<file path="config.mk">
export PLATFORM = sky130hd
export DESIGN_NAME = rcs_seq
export DESIGN_NICKNAME = d
export VERILOG_FILES = /design/src/include/rcs_pkg.sv /design/src/hdl/rcs_rom.sv /design/src/hdl/rcs_seq.sv
export SDC_FILE = /design/constraint.sdc
export NUM_CORES = 1
export LEC_CHECK = 0
export ABC_AREA = 1
export BUFFER_PORTS_ARGS = -buffer_cell sky130_fd_sc_hd__buf_2
export CORE_MARGIN = 2
export CORE_UTILIZATION = 26
export DETAILED_ROUTE_END_ITERATION = 8
export PLACE_DENSITY_LB_ADDON = 0.25
export REMOVE_ABC_BUFFERS = 1
export SYNTH_ARGS = -nofsm -noshare
export SYNTH_HDL_FRONTEND = slang
export SYNTH_HIERARCHICAL = 1
export SYNTH_SLANG_ARGS = --single-unit
</file>
<file path="constraint.sdc">
create_clock -name clk -period 4.3 [get_ports clk]
set_input_delay 0.86 -clock clk [delete_from_list [all_inputs] [get_ports clk]]
set_output_delay 0.86 -clock clk [all_outputs]
set_load 0.02 [all_outputs]
</file>
<file path="src/include/rcs_pkg.sv">
// shared constants, the carrier type and the sequence table of the coffee sequencer
package rcs_pkg;

    ////////////////////////////////////////////////////////////////////////////
    // widths
    localparam int CNT_W = 5;                  // step counter width
    localparam int SEL_W = 3;                  // sequence select width
    localparam int ADDR_W = SEL_W + CNT_W;     // table address width
    localparam int BTN_N = 6;                  // number of push buttons
    localparam int DIV_W = 26;                 // step divider width

    ////////////////////////////////////////////////////////////////////////////
    // timing
    localparam int CLK_PERIOD_NS = 10;         // 100 mhz system clock
    localparam int STEP_TIME_MS = 500;         // 2 hz step source
    localparam int STEP_CYC = (STEP_TIME_MS * 1000000) / CLK_PERIOD_NS; // clocks per step

    ////////////////////////////////////////////////////////////////////////////
    // counts and reset values
    localparam logic [CNT_W-1:0] CNT_REST = 5'h00;  // rest step, no outputs
    localparam logic [CNT_W-1:0] CNT_MAX = 5'h1f;   // last step of a sequence
    localparam logic [CNT_W-1:0] CNT_ONE = 5'h01;   // incrementer step
    localparam logic [SEL_W-1:0] SEL_RST = 3'h0;    // select after reset
    localparam logic [DIV_W-1:0] DIV_RST = 26'h0000000; // divider after reset

    ////////////////////////////////////////////////////////////////////////////
    // sequence codes, one per button
    localparam logic [SEL_W-1:0] SEQ_BLACK = 3'h0;   // coffee black
    localparam logic [SEL_W-1:0] SEQ_CREAM = 3'h1;   // coffee cream
    localparam logic [SEL_W-1:0] SEQ_SUGAR = 3'h2;   // coffee sugar
    localparam logic [SEL_W-1:0] SEQ_BOTH = 3'h3;    // coffee cream and sugar
    localparam logic [SEL_W-1:0] SEQ_CHOC = 3'h4;    // hot chocolate
    localparam logic [SEL_W-1:0] SEQ_SOUP = 3'h5;    // soup

    ////////////////////////////////////////////////////////////////////////////
    // one table word: the actuator lines of one step
    typedef struct packed {
        logic cup;      // cup release
        logic water;    // hot water on
        logic coffee;   // coffee release
        logic sugar;    // sugar release
        logic cream;    // cream release
        logic choc;     // chocolate release
        logic soup;     // soup release
        logic busy;     // sequence in progress
    } rcs_ctl_s;

    localparam rcs_ctl_s CTL_RST = 8'h00;      // word after reset, all off

    // table contents: upper bits pick the sequence, lower bits the step
    function automatic rcs_ctl_s rcs_word(input logic [ADDR_W-1:0] addr);
        rcs_ctl_s w;
        logic [SEL_W-1:0] q;
        logic [CNT_W-1:0] s;
        w = CTL_RST;
        q = addr[ADDR_W-1:CNT_W];
        s = addr[CNT_W-1:0];
        if ((q <= SEQ_SOUP) && (s != CNT_REST)) begin
            w.busy = 1'b1;
            w.cup = (s == 5'h01);
            w.water = (s >= 5'h05) && (s <= 5'h18);
            w.coffee = (s >= 5'h07) && (s <= 5'h0b) && (q <= SEQ_BOTH);
            w.sugar = (s >= 5'h0c) && (s <= 5'h0e) && ((q == SEQ_SUGAR) || (q == SEQ_BOTH));
            w.cream = (s >= 5'h0f) && (s <= 5'h12) && ((q == SEQ_CREAM) || (q == SEQ_BOTH));
            w.choc = (s >= 5'h13) && (s <= 5'h16) && (q == SEQ_CHOC);
            w.soup = (s >= 5'h07) && (s <= 5'h16) && (q == SEQ_SOUP);
        end
        return w;
    endfunction

endpackage

</file>
<file path="src/hdl/rcs_rom.sv">
`timescale 1ns/1ps
`default_nettype none
// sequence table with a registered read port; the register is the output buffer
module rcs_rom (
    // clock and reset
    input wire logic clk,
    input wire logic rst,
    // read port
    input wire logic en,
    input wire logic [rcs_pkg::ADDR_W-1:0] addr,
    output var rcs_pkg::rcs_ctl_s q
);

    ////////////////////////////////////////////////////////////////////////////
    // output buffer loads the word already decoded for the new state
    always_ff @(posedge clk or posedge rst) begin
        if (rst) begin
            q <= rcs_pkg::CTL_RST;
        end else if (en) begin
            q <= rcs_pkg::rcs_word(addr);
        end
    end

endmodule // rcs_rom
`default_nettype wire

</file>
<file path="src/hdl/rcs_seq.sv">
`timescale 1ns/1ps
`default_nettype none
module rcs_seq #(
    parameter int STEP_CYC = rcs_pkg::STEP_CYC
) (
    // clock and reset
    input wire logic clk,
    input wire logic rst,
    // front panel pins
    input wire logic [rcs_pkg::BTN_N-1:0] btn,
    input wire logic coin,
    // actuator lines
    output var rcs_pkg::rcs_ctl_s ctl,
    // status
    output logic coin_held,
    output logic running
);

    ////////////////////////////////////////////////////////////////////////////
    // declarations
    localparam logic [rcs_pkg::DIV_W-1:0] DIV_LAST = rcs_pkg::DIV_W'(STEP_CYC - 1); // divider wrap value

    logic [rcs_pkg::BTN_N-1:0] btn_s1_r; // button sync, first stage
    logic [rcs_pkg::BTN_N-1:0] btn_s2_r; // button sync, second stage
    logic coin_s1_r;                     // coin sync, first stage
    logic coin_s2_r;                     // coin sync, second stage
    logic coin_s3_r;                     // coin edge history
    logic [rcs_pkg::DIV_W-1:0] div_r;    // step divider
    logic [rcs_pkg::CNT_W-1:0] count_r;  // step counter, width from the package
    logic [rcs_pkg::SEL_W-1:0] sel_r;    // held sequence select
    logic coin_r;                        // coin deposit flag
    logic run_r;                         // sequence running
    logic step_d_r;                      // a step loaded the buffer last edge

    wire step_w;                         // one clock per step period
    wire coin_edge_w;                    // coin inserted
    wire any_w;                          // any button pressed
    wire [rcs_pkg::SEL_W-1:0] code_w;    // encoded button
    wire [rcs_pkg::CNT_W-1:0] inc_w;     // count plus one
    wire [rcs_pkg::ADDR_W-1:0] addr_w;   // table address
    wire adv_w;                          // counter advances
    wire start_w;                        // sequence starts
    wire end_w;                          // sequence ends
    rcs_pkg::rcs_ctl_s buf_w;            // buffered word

    ////////////////////////////////////////////////////////////////////////////
    // input synchronisers, two flops before use
    always_ff @(posedge clk or posedge rst) begin
        if (rst) begin
            btn_s1_r <= '0;
            btn_s2_r <= '0;
            coin_s1_r <= 1'b0;
            coin_s2_r <= 1'b0;
            coin_s3_r <= 1'b0;
        end else begin
            btn_s1_r <= btn;
            btn_s2_r <= btn_s1_r;
            coin_s1_r <= coin;
            coin_s2_r <= coin_s1_r;
            coin_s3_r <= coin_s2_r;
        end
    end

    ////////////////////////////////////////////////////////////////////////////
    // step timing source
    always_ff @(posedge clk or posedge rst) begin
        if (rst) begin
            div_r <= rcs_pkg::DIV_RST;
        end else if (step_w) begin
            div_r <= rcs_pkg::DIV_RST; // wrap once per step period
        end else begin
            div_r <= div_r + 1'b1;
        end
    end

    assign step_w = (div_r == DIV_LAST);

    ////////////////////////////////////////////////////////////////////////////
    // button encoder, lowest-numbered button wins
    assign any_w = |btn_s2_r;
    assign code_w = btn_s2_r[0] ? rcs_pkg::SEQ_BLACK :
                    btn_s2_r[1] ? rcs_pkg::SEQ_CREAM :
                    btn_s2_r[2] ? rcs_pkg::SEQ_SUGAR :
                    btn_s2_r[3] ? rcs_pkg::SEQ_BOTH :
                    btn_s2_r[4] ? rcs_pkg::SEQ_CHOC :
                    rcs_pkg::SEQ_SOUP;

    ////////////////////////////////////////////////////////////////////////////
    // next-state decode
    assign coin_edge_w = coin_s2_r & ~coin_s3_r;
    assign inc_w = count_r + rcs_pkg::CNT_ONE;
    assign addr_w = {sel_r, inc_w};
    assign adv_w = run_r & step_w;
    assign buf_w = ctl;
    assign end_w = run_r & step_d_r & ~buf_w.busy;
    assign start_w = ~run_r & coin_r & any_w;

    ////////////////////////////////////////////////////////////////////////////
    // step counter, advanced by the incrementer only while running
    always_ff @(posedge clk or posedge rst) begin
        if (rst) begin
            count_r <= rcs_pkg::CNT_REST;
        end else if (adv_w) begin
            count_r <= inc_w;
        end else if (!run_r) begin
            count_r <= rcs_pkg::CNT_REST;
        end
    end

    ////////////////////////////////////////////////////////////////////////////
    // select holding register, frozen while running
    always_ff @(posedge clk or posedge rst) begin
        if (rst) begin
            sel_r <= rcs_pkg::SEL_RST;
        end else if (start_w) begin
            sel_r <= code_w;
        end
    end

    ////////////////////////////////////////////////////////////////////////////
    // coin flag: a new coin wins over the end-of-run clear
    always_ff @(posedge clk or posedge rst) begin
        if (rst) begin
            coin_r <= 1'b0;
        end else if (coin_edge_w) begin
            coin_r <= 1'b1;
        end else if (end_w) begin
            coin_r <= 1'b0;
        end
    end

    ////////////////////////////////////////////////////////////////////////////
    // run flag and step marker
    always_ff @(posedge clk or posedge rst) begin
        if (rst) begin
            run_r <= 1'b0;
            step_d_r <= 1'b0;
        end else begin
            run_r <= start_w | (run_r & ~end_w);
            step_d_r <= adv_w;
        end
    end

    ////////////////////////////////////////////////////////////////////////////
    // table with output buffer, loaded on the same edge as the counter
    rcs_rom u_rom (
        .clk(clk),
        .rst(rst),
        .en(adv_w),
        .addr(addr_w),
        .q(ctl)
    );

    assign coin_held = coin_r;
    assign running = run_r;
endmodule // rcs_seq
`default_nettype wire

</file>
[Yosys cells after proc, flatten, opt, wreduce, memory -nomap -nowiden]
Index checks and enable logic that the tools add are counted.
Storage, ports and cells
  logic and storage cells: 81
  flip-flop bits (word level): 60
  bits of input ports: 9
  output and inout port bits: 10
Operators by class
  reduce and logical (&&, ||, !) cells: 17
  magnitude comparators: 12
  equal/unequal tests: 8
  multiplexer cells: 11
  bitwise logic cells: 12
  add/subtract/negate cells: 2
Operator list (number)
  $add 26x1->26 const B: 1
  $eq 26x26->1 const B: 1
  $mux 26: 1
  $le 5x5->1 const B: 3
  $logic_and 1x1->1: 12
  $mux 3: 4
  $ge 5x3->1 const B: 2
  $ge 5x4->1 const B: 2
  $le 5x4->1 const B: 2
  $mux 5: 2
  $mux 8: 1
  $and 1x1->1: 7
  $eq 3x2->1 const B: 2
  $eq 3x3->1 const B: 2
  $reduce_or 6->1: 1
  $add 5x1->5 const B: 1
  $eq 5x1->1 const B: 1
  $ge 5x5->1 const B: 1
  $reduce_bool 5->1: 1
  $not 1->1: 4
  $eq 3x1->1 const B: 1
  $le 3x2->1 const B: 1
  $le 3x3->1 const B: 1
  $mux 1: 3
  4 further kinds: 5

[Longest topological paths before layout]
Gate-level depths: netlist (run 1).
  word-level depth: 5
  gate-level depth with buffers: 11
  depth with buffers taken out: 11

[Hierarchy]
The synthesis (run 1) kept the hierarchy.
By module, submodules not included
  rcs_seq: instances 1, area an instance 2521.2 um^2, cells an instance 315, seq. area each 1301.2 um^2
  rcs_rom: instances 1, area an instance 481.7 um^2, cells an instance 70, seq. area each 200.2 um^2

[Worst setup path after synthesis (run 1)]
OpenSTA, ideal clock, no wires.
  path kind: reg2reg
  start point: register div_r[0] (netlist name)
  end point: register u_rom/q[6] (netlist name)
  cell stages (with the launch flop): 12
  arrival: 1.819 ns
  required time: 4.226 ns
  path buffers: 0
  period minus slack after synthesis: 1.893 ns
  library setup time: 0.074 ns
  setup slack: 2.407 ns
  cells stage by stage: dfrtp_1 -> ha_1 -> nand2_2 -> nor2_4 -> nand2_2 -> nor2_4 -> nand2_1 -> nor2_1 -> inv_2 -> a21oi_2 -> nand2_2 -> o21ai_2
On the way
  longest elaborated chain between the ends: 2
RTL lines
  start: declaration: line rcs_seq.sv:28  | logic [rcs_pkg::DIV_W-1:0] div_r;
  start signal: assignment: line rcs_seq.sv:68  | div_r <= rcs_pkg::DIV_RST;
  start signal: assignment: line rcs_seq.sv:70  | div_r <= rcs_pkg::DIV_RST;
  start signal: assignment: line rcs_seq.sv:72  | div_r <= div_r + 1'b1;
  $eq 26x26->1: line rcs_seq.sv:76  | assign step_w = (div_r == DIV_LAST);
  $and 1x1->1: line rcs_seq.sv:93  | assign adv_w = run_r & step_w;
  named net adv_w: line rcs_seq.sv:41  | wire adv_w;
  end signal: assignment: line rcs_rom.sv:18  | q <= rcs_pkg::CTL_RST;
  end signal: assignment: line rcs_rom.sv:20  | q <= rcs_pkg::rcs_word(addr);
  end: declaration: line rcs_rom.sv:11  | output var rcs_pkg::rcs_ctl_s q
The timed path passes the listed nets, and every way through them passes these cells.
A chain may end at the register's enable or synchronous reset.

[Worst setup path after layout (run 1)]
  start point: register div_r[0] (netlist name)
  end point: register u_rom/q[7] (netlist name)
Same word-level chain as after synthesis.

==> impl_metrics.csv, run 1 <==
group,metric,value,unit
route,postRouteAntennaNets,0,
route,wl_per_cell,11.1,um
clocking,cts.clk_slew.worst_paths,50,ps
final_layout,syn_to_final_growth,19.0,%
global_routing,grt_overflow,0,
route,met1_length,3160,um
pwr,p_leak,0.00172,uW
sta,tightest_slew,679,ps
final_layout,nets,425,
critical_path,worstReg2RegStart,"div_r[0]$_DFF_PP0_",
sta,slew_headroom,0.547,
min_path,holdPathEnd,"btn_s2_r[5]$_DFF_PP0_",
sta,tns,0,ps
floorplanning,die_y,111,um
clocking,hold_buffers,0,
sta,worst_clock_skew,7.32,ps
clocking,clock-sinks,60,
pwr,p_per_area,377,nW/um^2
critical_path,crit_path_top_delay_cell,"dfrtp_1",
critical_path,worst-path-stages,11,
final_layout,ff_latch_area,1500,um^2
sta,hold_slack,347,ps
route,viasPerCell,4.25,
critical_path,worst-path-buf-inv,1,
sta,setup_viol,0,
route,drtIter0Drc,154,
final_layout,final_common_cell,"nand2_1",
critical_path,r2r_slack,2140,ps
sta,fmax,0.463,GHz
global_routing,grt_pass1_wl,11000,um
critical_path,reg2reg_depth,11,
place,place.gp.congestion,0.867,
min_path,hold_class,"flop to flop",
critical_path,critPathRequiredTime,4550,ps
route,drc,0,
route,num_vias,2388,
yosys,synth_cell_types,24,
critical_path,critPathMostFrequentCell,"nand2_2",
critical_path,arrival,2420,ps
sta,min_period,2160,ps
run_status,status,"complete, no violations",
job,drv_cap,0,
clocking,cts_buffers,9,
clocking,cts_root_buffer,"clkbuf_16",
critical_path,endpoint_kind,"flop",
critical_path,crit_type,"flop to flop",
clocking,clk_latency,330,ps
global_routing,track_usage,0.112,
yosys,netlist_area,3000,um^2
yosys,netlist_instances,385,
critical_path,critical_path.reg2reg.endpoint,"u_rom/q[7]$_DFFE_PP0P_",
clocking,cts_setup_buffers,0,
floorplanning,ios,19,
sta,slew_violations,0,
clocking,htreeDepth,3,
sta,finalCritPeriodShare,0.503,
critical_path,critPathLaunchType,"flop",
yosys,ys_ff_latch,60,
clocking,cts_tree,"yes",
global_routing,first_global_vias,2326,
final_layout,layout-drive-gt1-share,0.153,
final_layout,n_fill_cell,1239,
global_routing,grt_max_degree,53,
clocking,cts_resized,0,
clocking,cts_buffer_depth,2,
route,met2_length,2810,um
route,met3_length,150,um
min_path,whs_path_depth,0,
route,drt_first_pass_iters,4,
floorplanning,dieArea,12400,um^2
floorplanning,num_rows,39,
place,portBuffers,18,
floorplanning,die_x,111,um
final_layout,antenna_cells,0,
critical_path,max_stage_delay,380,ps
floorplanning,core_area,11300,um^2
critical_path,cp_top_family,"simple AND/OR/NAND/NOR gates",
pwr,peakVddDrop,0.162,mV
route,routed.top_layer,"met4",
final_layout,multi_input_area,1310,um^2
final_layout,mostFrequentLayoutCells,"114 x nand2_1, 65 x nor2_1, 60 x dfrtp_1",
route,wl,6250,um
place,hpwl,4590,um
sta,rsz0062_at_grt,"no",
global_routing,antenna_found_initial,0,
yosys,ys_seq_area_frac,0.500,
critical_path,crit_chain,"ha_1 > nand2_2 > nor2_4 > nand2_2 > nor2_4 > nand2_1 > nor2_1 > inv_2 > a21oi_2 > nand2_2 > o21ai_1",
critical_path,cp_max_fo,10,
sta,finalHoldViolCount,0,
min_path,holdCritStartpoint,"btn_s1_r[5]$_DFF_PP0_",
floorplanning,initial_core_util,0.265,
yosys,yosysWarnings,6,
yosys,avgSynthCellArea,7.80,um^2
sequential cells by signal (all words and copies together) (netlist names):
name	flops
div_r	26
u_rom/q	8
btn_s1_r	6
btn_s2_r	6
count_r	5
sel_r	3
coin_held	1
coin_s1_r	1
coin_s2_r	1
coin_s3_r	1
running	1
step_d_r	1
logic make-up after synthesis:
kind of cell | count (synthesis) | synth area share
flip-flops | 60 | 0.500
AO/OA/AOI/OAI | 12 | 0.0229
buffers and inverters | 50 | 0.0638
adder cells (fa/ha/maj) | 2 | 0.00833
XOR/XNOR | 16 | 0.0467
AND/OR/NAND/NOR | 245 | 0.358
area by class of cell:
class | count | area share
flip-flops and latches | 60 | 0.420
multi-input cells | 275 | 0.367
clock buffers | 9 | 0.0630
inverters | 49 | 0.0515
well taps | 143 | 0.0501
repair buffers | 19 | 0.0273
clock inverters | 7 | 0.0214
through the flow:
| step | std cells | utilization | total power (uW) | setup WS, ps | cell area (um^2) |
|---|---|---|---|---|---|
| 6_report | 562 | 0.316 | 1350 | 2140 | 3570 |
| 5_1_grt | 562 | 0.316 | 1410 | 1870 | 3570 |
| 4_1_cts | 562 | 0.316 | 1380 | 2120 | 3570 |
| 3_5_place_dp | 546 | 0.289 | 643 | 2130 | 3270 |
| 3_3_place_gp | 546 | 0.289 | 642 | 2220 | 3270 |
| 2_1_floorplan | 384 | - | 627 | 2180 | 3000 |
worst reg2reg max path, stage by stage (launching register included):
cell and delay, ps:
dfrtp_1 380, ha_1 190, nand2_2 80, nor2_4 220
nand2_2 100, nor2_4 160, nand2_1 90, nor2_1 340
inv_2 170, a21oi_2 160, nand2_2 80, o21ai_1 110
per-layer routing:
| metal | vias to the layer above | global-route usage |
|---|---|---|
| met3 | 8 | 0.0245 |
| met2 | 30 | 0.174 |
| met1 | 1096 | 0.147 |
| met5 | - | 0 |
| li1 | 1254 | - |
| met4 | 0 | 0.0568 |
how the worst max path moves through the flow:
stage / start / endpoint / slack [ps]
3_3_place_gp: div_r[0]$_DFF_PP0_ / u_rom/q[6]$_DFFE_PP0P_ / 2220
4_1_cts: div_r[0]$_DFF_PP0_ / u_rom/q[7]$_DFFE_PP0P_ / 2120
6_report: div_r[0]$_DFF_PP0_ / u_rom/q[7]$_DFFE_PP0P_ / 2140
2_1_floorplan: rst / btn_s1_r[0]$_DFF_PP0_ / 2180
5_1_grt: div_r[0]$_DFF_PP0_ / u_rom/q[6]$_DFFE_PP0P_ / 1870
3_5_place_dp: div_r[0]$_DFF_PP0_ / u_rom/q[7]$_DFFE_PP0P_ / 2130
synth_stat cells (all sizes together):
| cell type | count | share of area |
|---|---|---|
| nor3 | 4 | 0.0067 |
| nor2 | 79 | 0.12 |
| ha | 2 | 0.0083 |
| nand3b | 3 | 0.0075 |
| xnor2 | 5 | 0.015 |
| nand4 | 8 | 0.017 |
| a21oi | 3 | 0.0063 |
| xor2 | 11 | 0.032 |
| dfrtp | 60 | 0.50 |
| buf | 1 | 0.0025 |
| o21ai | 8 | 0.015 |
| o22ai | 1 | 0.0021 |
| nand2 | 121 | 0.16 |
| inv | 49 | 0.061 |
| nand3 | 30 | 0.053 |
report_power, final:
group / internal [uW] / switching (uW)
Combinational: 11.3 / 26.0
Clock: 450 / 265
Sequential: 580 / 13.9
Total: 1040 / 305
No activity file was read; power rests on OpenSTA's default activity.
==> run 2, diff against run 1 <==
==> constraint.sdc (replaced) <==
create_clock -name clk -period 1.9 [get_ports clk]
set_input_delay 0.38 -clock clk [delete_from_list [all_inputs] [get_ports clk]]
set_output_delay 0.38 -clock clk [all_outputs]
set_load 0.02 [all_outputs]
==> impl_metrics.csv, run 2 (synthesized netlist as in run 1, its figures left out) <==
group,metric,value,unit
sta,rsz0062_at_grt,"no",
pwr,power,3070,uW
final_layout,mostFrequentLayoutCells,"114 x nand2_1, 64 x nor2_1, 60 x dfrtp_1",
pwr,p_leak,0.00180,uW
final_layout,final_common_cell,"nand2_1",
floorplanning,dieArea,12400,um^2
final_layout,nets,440,
clocking,clock-sinks,60,
sta,finalCritPeriodShare,0.869,
sta,worst_clock_skew,5.45,ps
final_layout,largest_reg_flops,26,
route,wl,6660,um
sta,tightest_slew,414,ps
global_routing,track_usage,0.118,
floorplanning,ios,19,
sta,slew_violations,0,
sta,finalHoldViolCount,0,
pwr,peakVddDrop,0.535,mV
clocking,cts_buffers,9,
critical_path,cp_max_fo,9,
critical_path,endpoint_kind,"flop",
sta,fmax,0.605,GHz
final_layout,layout-drive-gt1-share,0.184,
final_layout,syn_to_final_growth,23.2,%
job,drv_cap,0,
clocking,htreeDepth,3,
route,num_vias,2478,
clocking,cts_tree,"yes",
floorplanning,initial_core_util,0.265,
place,portBuffers,18,
clocking,cts_root_buffer,"clkbuf_16",
final_layout,antenna_cells,0,
sta,min_period,1650,ps
global_routing,grt_overflow,0,
sta,slew_headroom,0.723,
floorplanning,num_rows,39,
critical_path,critPathRequiredTime,2130,ps
global_routing,first_global_vias,2459,
global_routing,grt_pass1_wl,11600,um
clocking,clk_latency,330,ps
floorplanning,die_y,111,um
sta,setup_viol,0,
critical_path,cp-startpoint,"div_r[0]$_DFF_PP0_",
final_layout,n_fill_cell,1203,
critical_path,crit_type,"flop to flop",
route,postRouteAntennaNets,0,
clocking,cts_buffer_depth,2,
place,place.gp.congestion,0.892,
route,drc,0,
critical_path,critPathLaunchType,"flop",
run_status,status,"complete, no violations",
route,drtIter0Drc,126,
final_layout,reg.largest.list,"div_r (26), u_rom/q (8)",
min_path,hold_class,"input pin to asynchronous set/reset pin",
global_routing,grt_max_degree,34,
route,viasPerCell,4.29,
global_routing,antenna_found_initial,0,
sta,tns,0,ps
critical_path,worstReg2RegStart,"div_r[0]$_DFF_PP0_",
place,hpwl,4990,um
pwr,p_per_area,831,nW/um^2
clocking,cts.clk_slew.worst_paths,60,ps
route,wl_per_cell,11.5,um
floorplanning,core_area,11300,um^2
route,drt_first_pass_iters,4,
final_layout,top_register,"div_r",
floorplanning,die_x,111,um
critical_path,arrival,1880,ps
-- run 2: cell types whose count changed in the layout (fill, tap and decap cells not counted), sizes merged --
cell and delta:
clkinvlp +1, inv +1, buf +15, clkinv -2
-- run 2: path summary, 6_finish.rpt --
kind	end	slack, ps	depth (start not counted)
min	u_rom/q[0]$_DFFE_PP0P_	7	2
min in group clk	btn_s1_r[3]$_DFF_PP0_	150	1
min reg2reg	btn_s2_r[5]$_DFF_PP0_	340	0
max	u_rom/q[2]$_DFFE_PP0P_	250	11
max reg2reg	u_rom/q[2]$_DFFE_PP0P_	250	11
max in group asynchronous	div_r[25]$_DFF_PP0_	1320	3
-- run 2: repair_timing --
item	4_1_cts	5_1_grt
endpoints found under the setup margin	0	4
hold buffers	0	0
gates resized for setup	0	1
buffers inserted	0	0
-- run 2: where the power goes --
part	internal [uW]	total (uW)	switching, uW
clock network	1020	1640	620
registers	1310	1340	24.3
logic	31.1	97.1	66.0
-- run 2: area by class of cell --
type	instances	area, um^2	share of cell area
sequential	60	1500	0.406
clock buffer	9	225	0.0609
multi-input combinational	275	1310	0.355
inverter	49	184	0.0497
clock inverter	7	75.1	0.0203
timing repair buffer	34	223	0.0602
tap	143	179	0.0484
-- run 2: metal layers --
metal / GRT usage / up-vias / wire (um)
li1: - / 1281 / -
met4: 0.0593 / 0 / 157
met1: 0.157 / 1141 / 3240
met3: 0.0245 / 10 / 220
met5: 0 / - / 0
met2: 0.182 / 46 / 3050
-- run 2: critical path: stages, from the launching register on --
cell and delay (ps):
dfrtp_1 380, ha_1 200, nand2_2 80, nor2_4 100, nand2_2 80, nor2_4 110
nand2_1 90, nor2_2 180, inv_2 60, buf_4 160, nand2_1 70, nand2_1 50
-- run 2: per-stage QoR --
stage / std cells / hold WS [ps] / utilization / worst slack (ps) / area (um^2)
after floorplan: 384 / 196 / - / 7.15 / 3000
after CTS: 577 / 13.1 / 0.327 / 135 / 3700
after global routing: 577 / 42.9 / 0.327 / 64.9 / 3700
after global placement: 561 / 333 / 0.300 / 182 / 3400
after detailed placement: 561 / 335 / 0.300 / 150 / 3400
final: 577 / 7.04 / 0.327 / 248 / 3700
==> run 3, diff against run 2 <==
--- a/config.mk
+++ b/config.mk
@@ -14,5 +14,4 @@
 export REMOVE_ABC_BUFFERS = 1
 export SYNTH_ARGS = -nofsm -noshare
 export SYNTH_HDL_FRONTEND = slang
-export SYNTH_HIERARCHICAL = 1
 export SYNTH_SLANG_ARGS = --single-unit
==> impl_metrics.csv, run 3 <==
group,metric,value,unit
yosys,synth_common_cells,"90 x nand2_1, 60 x dfrtp_1, 57 x nor2_1",
floorplanning,num_rows,39,
yosys,yosysWarnings,0,
run_status,status,"complete, no violations",
route,wl,6560,um
clocking,cts.clk_slew.worst_paths,50,ps
critical_path,critPathRequiredTime,2170,ps
clocking,cts_buffer_depth,2,
final_layout,top_register,"div_r",
global_routing,antenna_found_initial,0,
yosys,synth_top_area_share,0.485,
final_layout,layout-drive-gt1-share,0.173,
route,postRouteAntennaNets,0,
clocking,htreeDepth,3,
route,drt_first_pass_iters,4,
yosys,ys_ff_latch,60,
yosys,netlist_area,3090,um^2
sta,slew_headroom,0.719,
yosys,ys_top_cells_by_area,"dfrtp_1 49%, nand2_1 11%, nor2_1 6.9%, inv_1 6.4%, nand3_1 4.2%",
floorplanning,die_x,113,um
global_routing,grt_max_degree,35,
final_layout,largest_reg_flops,26,
place,placed_cells,541,
floorplanning,dieArea,12800,um^2
final_layout,syn_to_final_growth,18.6,%
floorplanning,core_area,11500,um^2
floorplanning,ios,19,
sta,tns,0,ps
pwr,p_leak,0.00183,uW
clocking,cts_root_buffer,"clkbuf_16",
critical_path,endpoint_kind,"flop",
floorplanning,die_y,113,um
clocking,clk_latency,330,ps
yosys,yosysMostFrequentCell,"nand2_1",
yosys,yosysTopAreaCell,"dfrtp_1",
sta,finalHoldViolCount,0,
clocking,cts_tree,"yes",
route,drc,0,
yosys,netlist_instances,381,
final_layout,reg.largest.list,"div_r (26), u_rom.q (8)",
critical_path,cp_max_fo,17,
global_routing,grt_pass1_wl,11400,um
pwr,p_per_area,829,nW/um^2
critical_path,arrival,1970,ps
yosys,ys.flop_type,"dfrtp_1",
global_routing,grt_overflow,0,
floorplanning,initial_core_util,0.269,
yosys,synth-edff-count,0,
sta,slew_violations,0,
clocking,clock-sinks,60,
min_path,hold_class,"input pin to asynchronous set/reset pin",
global_routing,first_global_vias,2410,
final_layout,fin_util,0.319,
final_layout,nets,425,
yosys,avgSynthCellArea,8.12,um^2
final_layout,instances_no_fill,559,
yosys,ys_seq_area_frac,0.485,
place,place.gp.congestion,0.912,
final_layout,antenna_cells,0,
route,drtIter0Drc,143,
final_layout,final_common_cell,"nand2_1",
sta,rsz0062_at_grt,"no",
yosys,ys_async_sr_fraction,1.00,
clocking,cts_buffers,9,
place,hpwl,4790,um
final_layout,mostFrequentLayoutCells,"90 x nand2_1, 59 x dfrtp_1, 57 x nor2_1",
sta,hold_slack,111,ps
route,wl_per_cell,11.7,um
critical_path,crit_type,"flop to flop",
sta,tightest_slew,422,ps
route,viasPerCell,4.34,
job,drv_cap,0,
place,portBuffers,18,
critical_path,critPathLaunchType,"flop",
critical_path,reg2reg_depth,9,
sta,finalCritPeriodShare,0.896,
sta,min_period,1700,ps
global_routing,track_usage,0.112,
sta,worst_clock_skew,4.80,ps
route,num_vias,2425,
sta,fmax,0.587,GHz
pwr,peakVddDrop,0.447,mV
sta,setup_viol,0,
yosys,synth_cell_types,31,
run 3: layout make-up:
cell class | count | area (um^2)
sequential | 60 | 1500
fill | 1262 | 7850
inverter | 56 | 210
multi-input combinational | 261 | 1350
clock buffer | 11 | 243
clock inverter | 4 | 50.0
tap | 143 | 179
timing repair buffer | 24 | 135
run 3: power by group:
group	leakage [uW]	switching, uW	internal (uW)
combinational	0.000921	61.8	28.6
sequential	0.000776	27.6	1310
clock	0.000138	568	1040
run 3: cell families (layout without fill, tap and decap cells):
logic type,Yosys count,count (layout),synth area share
adder cells (fa/ha/maj),4,4,0.0162
AO/OA/AOI/OAI,32,32,0.0611
AND/OR/NAND/NOR,213,213,0.324
buffers and inverters,60,95,0.0793
XOR/XNOR,12,12,0.0340
flip-flops,60,60,0.485
run 3: per-layer routing:
layer,GRT usage,vias to the layer above,wire length (um)
met5,0,-,0
met4,0.0659,0,177
met3,0.0150,14,240
met2,0.173,54,2920
met1,0.151,1098,3220
li1,-,1259,-
run 3: worst max-delay path, cell delays in order (launching register included):
cell,delay (ps)
dfrtp_1,380
ha_2,230
nand2_2,80
nor2_4,160
nand2_4,110
nor2_8,130
nand3_4,210
nor2_1,190
nand2_1,80
nand2_1,60
run 3: final timing paths:
| path | startpoint | to | slack [ps] |
|---|---|---|---|
| min in group clk | btn[1] | btn_s1_r[1]$_DFF_PP0_ | 150 |
| worst min register to register | btn_s1_r[3]$_DFF_PP0_ | btn_s2_r[3]$_DFF_PP0_ | 350 |
| worst min-delay path | rst | div_r[25]$_DFF_PP0_ | 110 |
| worst max-delay path | div_r[0]$_DFF_PP0_ | u_rom.q[7]$_DFFE_PP0N_ | 200 |
| max in group asynchronous | rst | count_r[0]$_DFFE_PP0P_ | 1430 |
| worst max register to register | div_r[0]$_DFF_PP0_ | u_rom.q[7]$_DFFE_PP0N_ | 200 |
run 3: what timing repair did:
action,in CTS,in global routing
endpoints found under the setup margin,0,4
hold buffers,0,0
gates resized for setup,0,2
buffers inserted,0,3
run 3: per-stage QoR:
step	setup WS [ps]	instance area, um^2	power (uW)
floorplan	35.3	3060	1420
global placement	95.7	3350	1460
detailed placement	103	3350	1460
CTS	81.5	3640	3080
global route	54.0	3670	3160
finish	198	3670	3040
